===== config.mk =====
export PLATFORM = sky130hd
export DESIGN_NAME = dcc_top
export DESIGN_NICKNAME = d
export VERILOG_FILES = /design/src/design/dcc_pkg.sv /design/src/design/dcc_top.sv
export SDC_FILE = /design/constraint.sdc
export NUM_CORES = 1
export LEC_CHECK = 0
export BUFFER_PORTS_ARGS = -buffer_cell sky130_fd_sc_hd__buf_2
export CELL_PAD_IN_SITES_DETAIL_PLACEMENT = 2
export CELL_PAD_IN_SITES_GLOBAL_PLACEMENT = 2
export CORE_UTILIZATION = 33
export CTS_BUF_LIST = sky130_fd_sc_hd__clkbuf_16
export DETAILED_ROUTE_END_ITERATION = 8
export PLACE_DENSITY = 0.83
export SLEW_MARGIN = 20
export SYNTH_ARGS = -nofsm -noshare
export SYNTH_HDL_FRONTEND = slang
export SYNTH_SLANG_ARGS = --single-unit
export TNS_END_PERCENT = 1

===== constraint.sdc =====
create_clock -name CLOCK -period 5.1 [get_ports CLOCK]
set_clock_uncertainty 0.1 [all_clocks]
set_input_delay 1.02 -clock CLOCK [delete_from_list [all_inputs] [get_ports CLOCK]]
set_output_delay 1.02 -clock CLOCK [all_outputs]
set_load 0.02 [all_outputs]

===== src/design/dcc_pkg.sv =====
// constants, register map and state type of the dual comparator control block
package dcc_pkg;

   localparam int ADDR_W = 12;
   localparam int DATA_W = 32;
   localparam int PORT_W = 6;
   localparam int IDX_W = 10;

   // register indices; byte address is four times the index
   localparam logic [IDX_W-1:0] IDX_PORT_A_DATA = 10'h005;
   localparam logic [IDX_W-1:0] IDX_INTERRUPT_CONTROL = 10'h00b;
   localparam logic [IDX_W-1:0] IDX_PERIPHERAL_FLAGS_TWO = 10'h00d;
   localparam logic [IDX_W-1:0] IDX_PORT_A_DIRECTION = 10'h085;
   localparam logic [IDX_W-1:0] IDX_PERIPHERAL_ENABLES_TWO = 10'h08d;
   localparam logic [IDX_W-1:0] IDX_COMPARATOR_CONTROL = 10'h09c;
   localparam logic [IDX_W-1:0] IDX_REFERENCE_CONTROL = 10'h09d;
   localparam logic [IDX_W-1:0] IDX_IRQ_STATUS = 10'h0a0;
   localparam logic [IDX_W-1:0] IDX_IRQ_MASK = 10'h0a1;

   // reset values
   localparam logic [PORT_W-1:0] RST_PORT_A_DIRECTION = 6'h3f;
   localparam logic [PORT_W-1:0] RST_PORT_A_DATA = 6'h00;
   localparam logic [7:0] RST_INTERRUPT_CONTROL = 8'h00;
   localparam logic [7:0] RST_REFERENCE_CONTROL = 8'h00;
   localparam logic [2:0] RST_MODE = 3'h7;

   // comparator_control field positions
   localparam int CC_MODE_LSB = 0;
   localparam int CC_SWITCH_BIT = 3;
   localparam int CC_INV_LSB = 4;
   localparam int CC_RESULT_LSB = 6;

   // interrupt_control, flags and enables bit positions
   localparam int IC_GIE_BIT = 7;
   localparam int IC_PERIPHERAL_IRQ_ENABLE_BIT = 6;
   localparam int FLAG_BIT = 6;

   // reference_control: bit 4 unimplemented
   localparam logic [7:0] REF_MASK = 8'hef;
   localparam int REF_EN_BIT = 7;
   localparam int REF_OE_BIT = 6;
   localparam int REF_RANGE_BIT = 5;
   localparam int REF_VALUE_LSB = 0;

   // comparator modes
   localparam logic [2:0] MODE_RESET = 3'h0;
   localparam logic [2:0] MODE_PIN_OUT = 3'h3;
   localparam logic [2:0] MODE_INT_REF = 3'h6;
   localparam logic [2:0] MODE_OFF = 3'h7;
   localparam logic [PORT_W-1:0] ANALOG_MASK_ON = 6'h0f;
   localparam int FIRST_PIN = 4;
   localparam int SECOND_PIN = 5;

   // irq_status / irq_mask layout
   localparam int IRQ_CHANGE_BIT = 0;
   localparam int IRQ_SOFT_BIT = 1;
   localparam logic [1:0] RST_IRQ = 2'h0;

   typedef struct packed {
      logic [PORT_W-1:0] port_latch;
      logic [PORT_W-1:0] direction;
      logic [7:0] interrupt_control;
      logic compare_change_flag;
      logic compare_change_enable;
      logic [2:0] comparator_mode_field;
      logic input_switch;
      logic [1:0] result_invert;
      logic [1:0] compare_result;
      logic [1:0] latched_result;
      logic [7:0] reference_control;
      logic [1:0] irq_status;
      logic [1:0] irq_mask;
      logic pready;
      logic [DATA_W-1:0] prdata;
      logic pslverr;
      logic irq;
      logic core_irq;
      logic wake_request;
      logic [PORT_W-1:0] analog_mask;
      logic [1:0] compare_enable;
      logic ref_to_positive;
   } dcc_state_type;

endpackage


===== src/design/dcc_top.sv =====
// dual comparator control: apb registers, result routing and change interrupt
// Functional notes
// three-bit mode field picks eight modes
// raw result high when positive exceeds negative
// mode 110 feeds reference to positive inputs
// result bits seven and six read-only
// routed pins follow results without synchronising
// direction bits still gate routed pin drivers
// bits four and five invert each result
// analog pins read zero in port data
// result change sets change flag
// writing zero clears flag, one sets
// core request needs all three enables
// change during control read may miss; here a change in the access cycle still sets the flag
// control access ends mismatch, clear works after
// persisting mismatch keeps setting flag
// comparators run in sleep, enabled flag wakes
// sleep wake leaves control register unchanged
// reset loads control register, mode off
// software masks interrupts during mode changes
// access latches results; difference means mismatch
//
// The APB slave port is this design's own decision.
`timescale 1ns/10ps
module dcc_top (
   input wire logic CLOCK,
   input wire logic RESET_N,
   input wire logic PSEL,
   input wire logic PENABLE,
   input wire logic PWRITE,
   input wire logic [dcc_pkg::ADDR_W-1:0] PADDR,
   input wire logic [dcc_pkg::DATA_W-1:0] PWDATA,
   output logic PREADY,
   output logic [dcc_pkg::DATA_W-1:0] PRDATA,
   output logic PSLVERR,
   input wire logic FIRST_RAW,
   input wire logic SECOND_RAW,
   input wire logic [dcc_pkg::PORT_W-1:0] PIN_IN,
   output logic [dcc_pkg::PORT_W-1:0] PIN_OUT,
   output logic [dcc_pkg::PORT_W-1:0] PIN_OE_N,
   output logic [dcc_pkg::PORT_W-1:0] ANALOG_PIN_MASK,
   output logic [1:0] COMPARE_ENABLE,
   output logic REF_TO_POSITIVE,
   output logic INPUT_SWITCH,
   output logic REF_ENABLE,
   output logic REF_OUT_ENABLE,
   output logic REF_RANGE,
   output logic [3:0] REF_VALUE,
   output logic CORE_IRQ,
   output logic WAKE_REQUEST,
   output logic IRQ
);
   import dcc_pkg::*;

   dcc_state_type state;
   dcc_state_type next_state;

   logic [IDX_W-1:0] index;
   logic aligned;
   logic setup;
   logic done;
   logic do_write;
   logic do_read;
   logic comparators_on;
   logic pins_routed;
   logic [1:0] live_result;
   logic [1:0] pin_result;
   logic [PORT_W-1:0] analog_mask;
   logic mismatch;
   logic [7:0] control_view;
   logic [7:0] read_byte;
   logic hit;

   assign index = PADDR[ADDR_W-1:2];
   assign aligned = (PADDR[1:0] == 2'h0);
   assign setup = PSEL && !PENABLE;
   // pready is high only in the access cycle, so completion is this term
   assign done = PSEL && PENABLE && state.pready;
   assign do_write = done && PWRITE && !state.pslverr;
   assign do_read = done && !PWRITE && !state.pslverr;

   // mode field selects routing; reset and off modes park the comparators
   assign comparators_on = (state.comparator_mode_field != MODE_OFF)
      && (state.comparator_mode_field != MODE_RESET);
   assign pins_routed = (state.comparator_mode_field == MODE_PIN_OUT);
   assign analog_mask = state.analog_mask;

   // raw inputs already high for positive above negative
   assign live_result = comparators_on ? ({SECOND_RAW, FIRST_RAW} ^ state.result_invert)
      : 2'h0;
   // routed path bypasses every flop: a pin sees the comparator with no clock delay
   assign pin_result = {SECOND_RAW, FIRST_RAW} ^ state.result_invert;

   assign mismatch = (state.compare_result != state.latched_result);

   assign control_view = {state.compare_result, state.result_invert, state.input_switch,
      state.comparator_mode_field};

   always_comb
   begin
      hit = 1'b1;
      read_byte = 8'h00;
      unique case (index)
         IDX_PORT_A_DATA:
         begin
            read_byte = {2'h0, PIN_IN & ~analog_mask};
         end
         IDX_INTERRUPT_CONTROL:
         begin
            read_byte = state.interrupt_control;
         end
         IDX_PERIPHERAL_FLAGS_TWO:
         begin
            read_byte[FLAG_BIT] = state.compare_change_flag;
         end
         IDX_PORT_A_DIRECTION:
         begin
            read_byte = {2'h0, state.direction};
         end
         IDX_PERIPHERAL_ENABLES_TWO:
         begin
            read_byte[FLAG_BIT] = state.compare_change_enable;
         end
         IDX_COMPARATOR_CONTROL:
         begin
            read_byte = control_view;
         end
         IDX_REFERENCE_CONTROL:
         begin
            read_byte = state.reference_control;
         end
         IDX_IRQ_STATUS:
         begin
            read_byte = {6'h00, state.irq_status};
         end
         IDX_IRQ_MASK:
         begin
            read_byte = {6'h00, state.irq_mask};
         end
         default:
         begin
            hit = 1'b0;
         end
      endcase
   end

   always_comb
   begin
      next_state = state;

      // bus slave: one wait-free access cycle, data and error staged in setup
      next_state.pready = setup;
      next_state.pslverr = setup && !(hit && aligned);
      if (setup)
      begin
         next_state.prdata = {24'h000000, (hit && aligned && !PWRITE) ? read_byte : 8'h00};
      end
      else if (done)
      begin
         next_state.prdata = '0;
      end

      // results sampled every cycle, asleep or not
      next_state.compare_result = live_result;

      if (do_write)
      begin
         unique case (index)
            IDX_PORT_A_DATA:
            begin
               next_state.port_latch = PWDATA[PORT_W-1:0];
            end
            IDX_INTERRUPT_CONTROL:
            begin
               next_state.interrupt_control = PWDATA[7:0];
            end
            IDX_PERIPHERAL_FLAGS_TWO:
            begin
               next_state.compare_change_flag = PWDATA[FLAG_BIT];
            end
            IDX_PORT_A_DIRECTION:
            begin
               next_state.direction = PWDATA[PORT_W-1:0];
            end
            IDX_PERIPHERAL_ENABLES_TWO:
            begin
               next_state.compare_change_enable = PWDATA[FLAG_BIT];
            end
            IDX_COMPARATOR_CONTROL:
            begin
               // result bits are not written
               next_state.comparator_mode_field = PWDATA[CC_MODE_LSB +: 3];
               next_state.input_switch = PWDATA[CC_SWITCH_BIT];
               next_state.result_invert = PWDATA[CC_INV_LSB +: 2];
            end
            IDX_REFERENCE_CONTROL:
            begin
               next_state.reference_control = PWDATA[7:0] & REF_MASK;
            end
            IDX_IRQ_MASK:
            begin
               next_state.irq_mask = PWDATA[1:0];
            end
            default:
            begin
               next_state.irq_mask = state.irq_mask;
            end
         endcase
      end

      // routing outputs registered from the mode field they will follow
      next_state.analog_mask = (next_state.comparator_mode_field == MODE_OFF) ? '0
         : ANALOG_MASK_ON;
      next_state.compare_enable = ((next_state.comparator_mode_field == MODE_OFF)
         || (next_state.comparator_mode_field == MODE_RESET)) ? 2'h0 : 2'h3;
      next_state.ref_to_positive = (next_state.comparator_mode_field == MODE_INT_REF);

      // status read clears only what the read returned, so nothing is lost
      if (do_read && index == IDX_IRQ_STATUS)
      begin
         next_state.irq_status = state.irq_status & ~state.prdata[1:0];
      end

      // any error-free access to the control register refreshes the latched copy;
      // a change in that very cycle still differs from the latched copy and raises the flag
      if (done && !state.pslverr && index == IDX_COMPARATOR_CONTROL)
      begin
         next_state.latched_result = state.compare_result;
      end

      // mismatch keeps setting the flag and wins over a software clear
      if (mismatch)
      begin
         next_state.compare_change_flag = 1'b1;
      end

      // sticky status events, set wins over the read clear
      if (live_result != state.compare_result)
      begin
         next_state.irq_status[IRQ_CHANGE_BIT] = 1'b1;
      end
      if (do_write && index == IDX_PERIPHERAL_FLAGS_TWO && PWDATA[FLAG_BIT])
      begin
         next_state.irq_status[IRQ_SOFT_BIT] = 1'b1;
      end

      next_state.irq = |(next_state.irq_status & next_state.irq_mask);
      // flag is set regardless; only the core and wake requests are gated
      next_state.core_irq = next_state.compare_change_flag
         && next_state.compare_change_enable
         && next_state.interrupt_control[IC_PERIPHERAL_IRQ_ENABLE_BIT]
         && next_state.interrupt_control[IC_GIE_BIT];
      // wake needs no global enable, as the core is stopped anyway
      next_state.wake_request = next_state.compare_change_flag
         && next_state.compare_change_enable
         && next_state.interrupt_control[IC_PERIPHERAL_IRQ_ENABLE_BIT];
   end

   // besides bus writes and result sampling, only reset touches the control register; sleep has no path here
   always_ff @(posedge CLOCK or negedge RESET_N)
   begin
      if (!RESET_N)
      begin
         state <= '0;
         state.direction <= RST_PORT_A_DIRECTION;
         state.port_latch <= RST_PORT_A_DATA;
         state.interrupt_control <= RST_INTERRUPT_CONTROL;
         state.reference_control <= RST_REFERENCE_CONTROL;
         state.comparator_mode_field <= RST_MODE;
         state.irq_status <= RST_IRQ;
         state.irq_mask <= RST_IRQ;
      end
      else
      begin
         state <= next_state;
      end
   end

   assign PREADY = state.pready;
   assign PRDATA = state.prdata;
   assign PSLVERR = state.pslverr;
   assign IRQ = state.irq;
   assign CORE_IRQ = state.core_irq;
   assign WAKE_REQUEST = state.wake_request;
   assign ANALOG_PIN_MASK = state.analog_mask;
   assign COMPARE_ENABLE = state.compare_enable;
   assign REF_TO_POSITIVE = state.ref_to_positive;
   assign INPUT_SWITCH = state.input_switch;
   assign REF_ENABLE = state.reference_control[REF_EN_BIT];
   assign REF_OUT_ENABLE = state.reference_control[REF_OE_BIT];
   assign REF_RANGE = state.reference_control[REF_RANGE_BIT];
   assign REF_VALUE = state.reference_control[REF_VALUE_LSB +: 4];

   // pin drive: plain latch outside routed mode; first pin is open drain
   genvar g;
   generate
      for (g = 0; g < PORT_W; g++)
      begin : g_pin
         if (g == FIRST_PIN)
         begin : g_od
            logic level;
            assign level = pins_routed ? pin_result[0] : state.port_latch[g];
            assign PIN_OUT[g] = 1'b0;
            assign PIN_OE_N[g] = state.direction[g] | level;
         end
         else if (g == SECOND_PIN)
         begin : g_pp
            assign PIN_OUT[g] = pins_routed ? pin_result[1] : state.port_latch[g];
            assign PIN_OE_N[g] = state.direction[g];
         end
         else
         begin : g_plain
            assign PIN_OUT[g] = state.port_latch[g];
            assign PIN_OE_N[g] = state.direction[g];
         end
      end
   endgenerate

endmodule


==> results.txt, run 1 <==
Status: finished, final reports clean
Pins over their slew limit: 0
Leak pwr: 1.90 nW
Post-Synthesis Cells: 304
Main flop type after synthesis: dfrtp_1
Setup repair bufs after CTS: 0
Reg2reg setup slack: 2.54 ns
Main area contributors after synthesis: dfrtp_1 (37%), mux2_2 (14%), buf_4 (12%)
Placed cells: 477
Vias in the first global route: 2712
Slew Limit Headroom: 31.3%
CP Cell Sequence: buf_2, or4_4, nor3_1, nor2b_1, mux2_2
Vias per std cell: 5.22
Mapped Area: 0.00337 sq mm
First-pass GRT wire length: 15900 um
DRC: 0
Place WS: 1.35 ns
Worst setup EP type: flop
Layout cell share with drive strength beyond 1: 41.9%
WL/cell: 21.5 um
R2r endpoint: REF_VALUE[0]$_DFFE_PN0P_
Row count: 36
Yosys Warn Count: 0
#FFs+latches synth: 59
Area Overhead vs Synth: 16.4%
Worst endpoint data arrival time: 3.59 ns
Crit-path max FO: 12
Die ar.: 0.0106 sq mm
Commonest non-fill, non-tap cell in the layout: buf_2
All-layer global routing usage: 21.2%
Reg2Reg Depth: 4
Routability cong.: 0.808
Routed Antenna Nets: 0
Leading cell types in the layout, fill and taps excluded: buf_2 (71), dfrtp_1 (50), mux2_2 (42)
Antenna Cells: 0
Worst Tran Pin Value: 1.02 ns
CTS Buf Count: 9
Yosys cell types: 61
Clock slew at reported path FFs: 0.06 ns
Post-route insts no fill: 493
Setup ws final: 1.67 ns
CTS root buf: clkbuf_16
Detailed placer's ending HPWL: 7070 um
Peak supply drop: 0.232 mV
Worst flop-to-flop path startpoint: PSLVERR$_DFF_PN0_
Post-synthesis sequential area ratio: 44.2%
Initial antenna violation count: 0
Sink Count: 59
CTS Hold Bufs: 0
Highest clock rate: 0.292 GHz
CP peak stage delay: 0.73 ns
Initial DRC Count: 77
Grt total ovfl: 0
Post-synth top area share: 37.2%
Final hold vios: 0
Clock Tree Buf Depth: 2
H-Tree Depth: 3
PwrDens: 322 mW/mm^2
Clock Latency Late Sink: 0.34 ns
Final Setup Violations: 0
Vias: 2574
Die height: 103 um
Final Cycle Share: 67.2%
Pin count of the biggest net entering global routing: 60
Core footprint: 0.00982 sq mm
CP Launch Type: input pin
Synth area leader: dfrtp_1
CP max-delay cell: nor3_1
Worst hold path startpoint: PIN_OUT[1]$_DFFE_PN0P_
Layout net count: 412
TritonCTS clock tree: built
Post-Route Setup TNS: 0 ns
Max cap viols: 0
Cts repair resizes: 0
Fin util: 39.9%
WHS Endpoint: PIN_OUT[1]$_DFFE_PN0P_
Num ports: 123
Starting Density: 34.3%
Period minus WS final: 3.43 ns
DR pass1 iterations: 4
Total Routed Length: 10600 um
Hold Path Depth: 1
CP Launch Point: PADDR[6]
Setup CP Type: in2reg
Worst Hold Class: reg2reg
Die X-Extent: 103 um
RSZ-0062 raised after global routing: false
EDFF count, synth: 0
I/O Buffers: 71
Post-synth ARST share: 100%
Worst Path Required: 5.26 ns
Synthesized area per cell: 11.1 sq um
[layer usage]
layer / global-route usage (%) / up-vias / wire [um]
met2: 36.8 / 102 / 5490
met3: 4.54 / 25 / 505
li1: - / 1135 / -
met5: 0 / - / 0
met1: 25.6 / 1312 / 4380
met4: 8.23 / 0 / 240
[kinds of logic after synthesis]
family,count (synthesis),synth area share (%)
simple gates,85,15.8
xor+xnor,5,1.30
other cells,1,0.111
mux,47,15.5
compound gates,40,9.33
buf+inv,67,13.7
flops,59,44.2
[cells in the mapped netlist, types with 3 or more instances]
cell type / instances
a22o_1: 9
or3_1: 4
nand2_1: 18
o21ai_0: 4
nand3b_1: 3
clkbuf_1: 4
nand4b_1: 4
nor2b_1: 6
mux2i_1: 5
o2bb2ai_1: 3
dfstp_2: 9
nor2_1: 7
inv_1: 6
nor3_1: 8
xnor2_1: 4
a21oi_1: 3
buf_4: 55
nor4_1: 7
mux2_2: 42
dfrtp_1: 50
nand3_1: 5
[worst max-delay path: cells and delay by family]
family | cells | cell delay, ns
AND/OR/NAND/NOR | 3 | 2.01
multiplexers | 1 | 0.43
buffers and inverters | 1 | 0.12
[cell type report]
class	count	area, sq um
inverter	6	22.5
tap	133	166
multi-input combinational	204	1520
clock inverter	7	116
clock buffer	9	225
timing repair buffer	75	385
sequential	59	1490
fill	1103	5900
[report_power, final]
part	total [mW]	switching, mW	internal, mW	leakage [nW]
registers	0.472	0.00163	0.471	0.777
logic	0.0819	0.0609	0.0210	0.956
clock network	0.708	0.232	0.476	0.167
total	1.26	0.295	0.968	1.90
[worst max-delay path by stage]
stage / end
6_report: PIN_OE_N[5]$_DFFE_PN1P_
5_1_grt: PIN_OE_N[5]$_DFFE_PN1P_
4_1_cts: PIN_OE_N[5]$_DFFE_PN1P_
3_5_place_dp: PIN_OE_N[2]$_DFFE_PN1P_
3_3_place_gp: PIN_OE_N[5]$_DFFE_PN1P_
2_1_floorplan: CORE_IRQ$_DFF_PN0_
[sequential cells by signal (all words and copies together) (netlist names), 4 cells and up]
register,count
state,19
PRDATA,8
control_view,7
PIN_OE_N,5
PIN_OUT,4
REF_VALUE,4
[per-stage QoR]
stage | power, mW | hold WS (ns) | instance area (sq um)
final | 1.26 | 0.406 | 3920
after global routing | 1.30 | 0.426 | 3920
after floorplan | 0.536 | 0.367 | 3460
after detailed placement | 0.561 | 0.394 | 3580
after global placement | 0.558 | 0.382 | 3580
after CTS | 1.27 | 0.407 | 3920
No activity file was read; power rests on OpenSTA's default activity.
==> run 2, diff against run 1 <==
--- a/config.mk
+++ b/config.mk
@@ -8,10 +8,10 @@
 export BUFFER_PORTS_ARGS = -buffer_cell sky130_fd_sc_hd__buf_2
 export CELL_PAD_IN_SITES_DETAIL_PLACEMENT = 2
 export CELL_PAD_IN_SITES_GLOBAL_PLACEMENT = 2
-export CORE_UTILIZATION = 33
+export CORE_UTILIZATION = 30
 export CTS_BUF_LIST = sky130_fd_sc_hd__clkbuf_16
 export DETAILED_ROUTE_END_ITERATION = 8
-export PLACE_DENSITY = 0.83
+export PLACE_DENSITY = 0.76
 export SLEW_MARGIN = 20
 export SYNTH_ARGS = -nofsm -noshare
 export SYNTH_HDL_FRONTEND = slang
==> constraint.sdc (replaced) <==
create_clock -name CLOCK -period 3.47 [get_ports CLOCK]
set_clock_uncertainty 0.1 [all_clocks]
set_input_delay 0.694 -clock CLOCK [delete_from_list [all_inputs] [get_ports CLOCK]]
set_output_delay 0.694 -clock CLOCK [all_outputs]
set_load 0.02 [all_outputs]
==> run 2 against run 1 <==
Critical path depth stayed put. Critical path type is now in2out. Register-to-register slack worse by 1.5 ns. Global-route usage is 3.1 points lower. Largest cell class unchanged. Hold slack got worse by 0.13 ns. Via count decreased by 1.4%. Setup slack got worse by 0.87 ns.
==> results.txt, run 2 (synthesis results as in run 1) <==
Layout cell share with drive strength beyond 1: 43.6%
CTS Buf Count: 9
Post-Route Setup TNS: 0 ns
Antenna Cells: 0
Row count: 38
Max cap viols: 0
WL/cell: 19.6 um
Area Overhead vs Synth: 17.5%
Vias: 2538
TritonCTS clock tree: built
CP Launch Point: FIRST_RAW
Setup CP Type: in2out
Grt total ovfl: 0
Peak supply drop: 0.213 mV
Slew Limit Headroom: 58.8%
I/O Buffers: 71
Pins over their slew limit: 0
Fin util: 36.3%
Vias per std cell: 4.99
Vias in the first global route: 2672
DRC: 0
CTS root buf: clkbuf_16
Die ar.: 0.0116 sq mm
RSZ-0062 raised after global routing: false
Routed Antenna Nets: 0
Crit-path max FO: 5
Worst setup EP type: output pin
Final Setup Violations: 0
Clock slew at reported path FFs: 0.06 ns
Initial antenna violation count: 0
Worst Tran Pin Value: 0.613 ns
Placed cell area: 0.00365 sq mm
Core footprint: 0.0109 sq mm
First-pass GRT wire length: 15400 um
Worst Path Required: 2.68 ns
Worst endpoint data arrival time: 1.87 ns
Num ports: 123
Period minus WS final: 2.66 ns
H-Tree Depth: 3
PwrDens: 435 mW/mm^2
CTS Hold Bufs: 0
Die X-Extent: 108 um
Sink Count: 59
Final Cycle Share: 76.8%
Layout net count: 421
Highest clock rate: 0.375 GHz
Clock Latency Late Sink: 0.33 ns
Clock Tree Buf Depth: 2
Worst flop-to-flop path startpoint: PSLVERR$_DFF_PN0_
Leak pwr: 1.92 nW
Max reg flops: 19
Detailed placer's ending HPWL: 7220 um
Final hold vios: 0
Starting Density: 30.9%
DR pass1 iterations: 5
Setup repair bufs after CTS: 0
Post-route cell area: 0.00396 sq mm
Cts repair resizes: 0
Initial DRC Count: 69
CP Launch Type: input pin
All-layer global routing usage: 18.1%
Routability cong.: 0.755
Pin count of the biggest net entering global routing: 35
Status: finished, final reports clean
Tot Pwr: 1.72 mW
Leading cell types in the layout, fill and taps excluded: buf_2 (71), dfrtp_1 (50), mux2_2 (42)
Total Routed Length: 9980 um
Top reg by flops: state
Die height: 108 um
Worst Hold Class: in2async
Commonest non-fill, non-tap cell in the layout: buf_2
## run 2: cell types whose count changed in the layout (fill, tap and decap cells not counted), sizes merged
cell,change
bufinv,-2
clkinv,-1
buf,+9
inv,+1
clkinvlp,+2
## run 2: routing by layer
layer  global-route usage, %  vias to the layer above  wire length, um
li1                        -                     1144                -
met1                    22.6                     1305             4400
met2                    31.0                       81             5010
met3                    4.24                        8              485
met4                    5.09                        0               81
met5                       0                        -                0
## run 2: path summary, 6_finish.rpt
check                                      endpoint  slack (ns)  cells past startpoint
max                                     PIN_OE_N[4]        0.81                      5
min                              CORE_IRQ$_DFF_PN0_        0.28                      1
max reg2reg                REF_VALUE[1]$_DFFE_PN0P_        1.02                      5
min reg2reg                   PRDATA[6]$_DFFE_PN0P_        0.40                      1
max in group asynchronous   PIN_OE_N[0]$_DFFE_PN1P_        2.09                      2
min in group CLOCK            PRDATA[6]$_DFFE_PN0P_        0.40                      1
## run 2: final cells by class
| cell class | count | area [sq um] |
|---|---|---|
| Fill cell | 1175 | 6930 |
| Clock buffer | 9 | 225 |
| Timing Repair Buffer | 84 | 453 |
| Multi-Input combinational cell | 204 | 1520 |
| Inverter | 6 | 22.5 |
| Clock inverter | 7 | 76.3 |
| Sequential cell | 59 | 1490 |
| Tap cell | 140 | 175 |
## run 2: metrics by stage
| stage | std cells | hold WS [ns] | worst slack [ns] |
|---|---|---|---|
| CTS | 509 | 0.287 | 0.807 |
| global route | 509 | 0.304 | 0.762 |
| detailed placement | 493 | 0.393 | 0.598 |
| finish | 509 | 0.275 | 0.806 |
| floorplan | 330 | 0.298 | 0.884 |
| global placement | 493 | 0.382 | 0.580 |
## run 2: worst max-delay path: stages
cell and delay (ns):
buf_2 0.11, xnor2_1 0.49, nor2_1 0.12, a211o_1 0.29, buf_2 0.16
## run 2: report_power, final
| part | switching (mW) | leakage, nW | total, mW | internal [mW] |
|---|---|---|---|---|
| Clock | 0.345 | 0.142 | 0.904 | 0.559 |
| Sequential | 0.00209 | 0.777 | 0.694 | 0.692 |
| Combinational | 0.0900 | 1.00 | 0.122 | 0.0315 |
| Total | 0.437 | 1.92 | 1.72 | 1.28 |
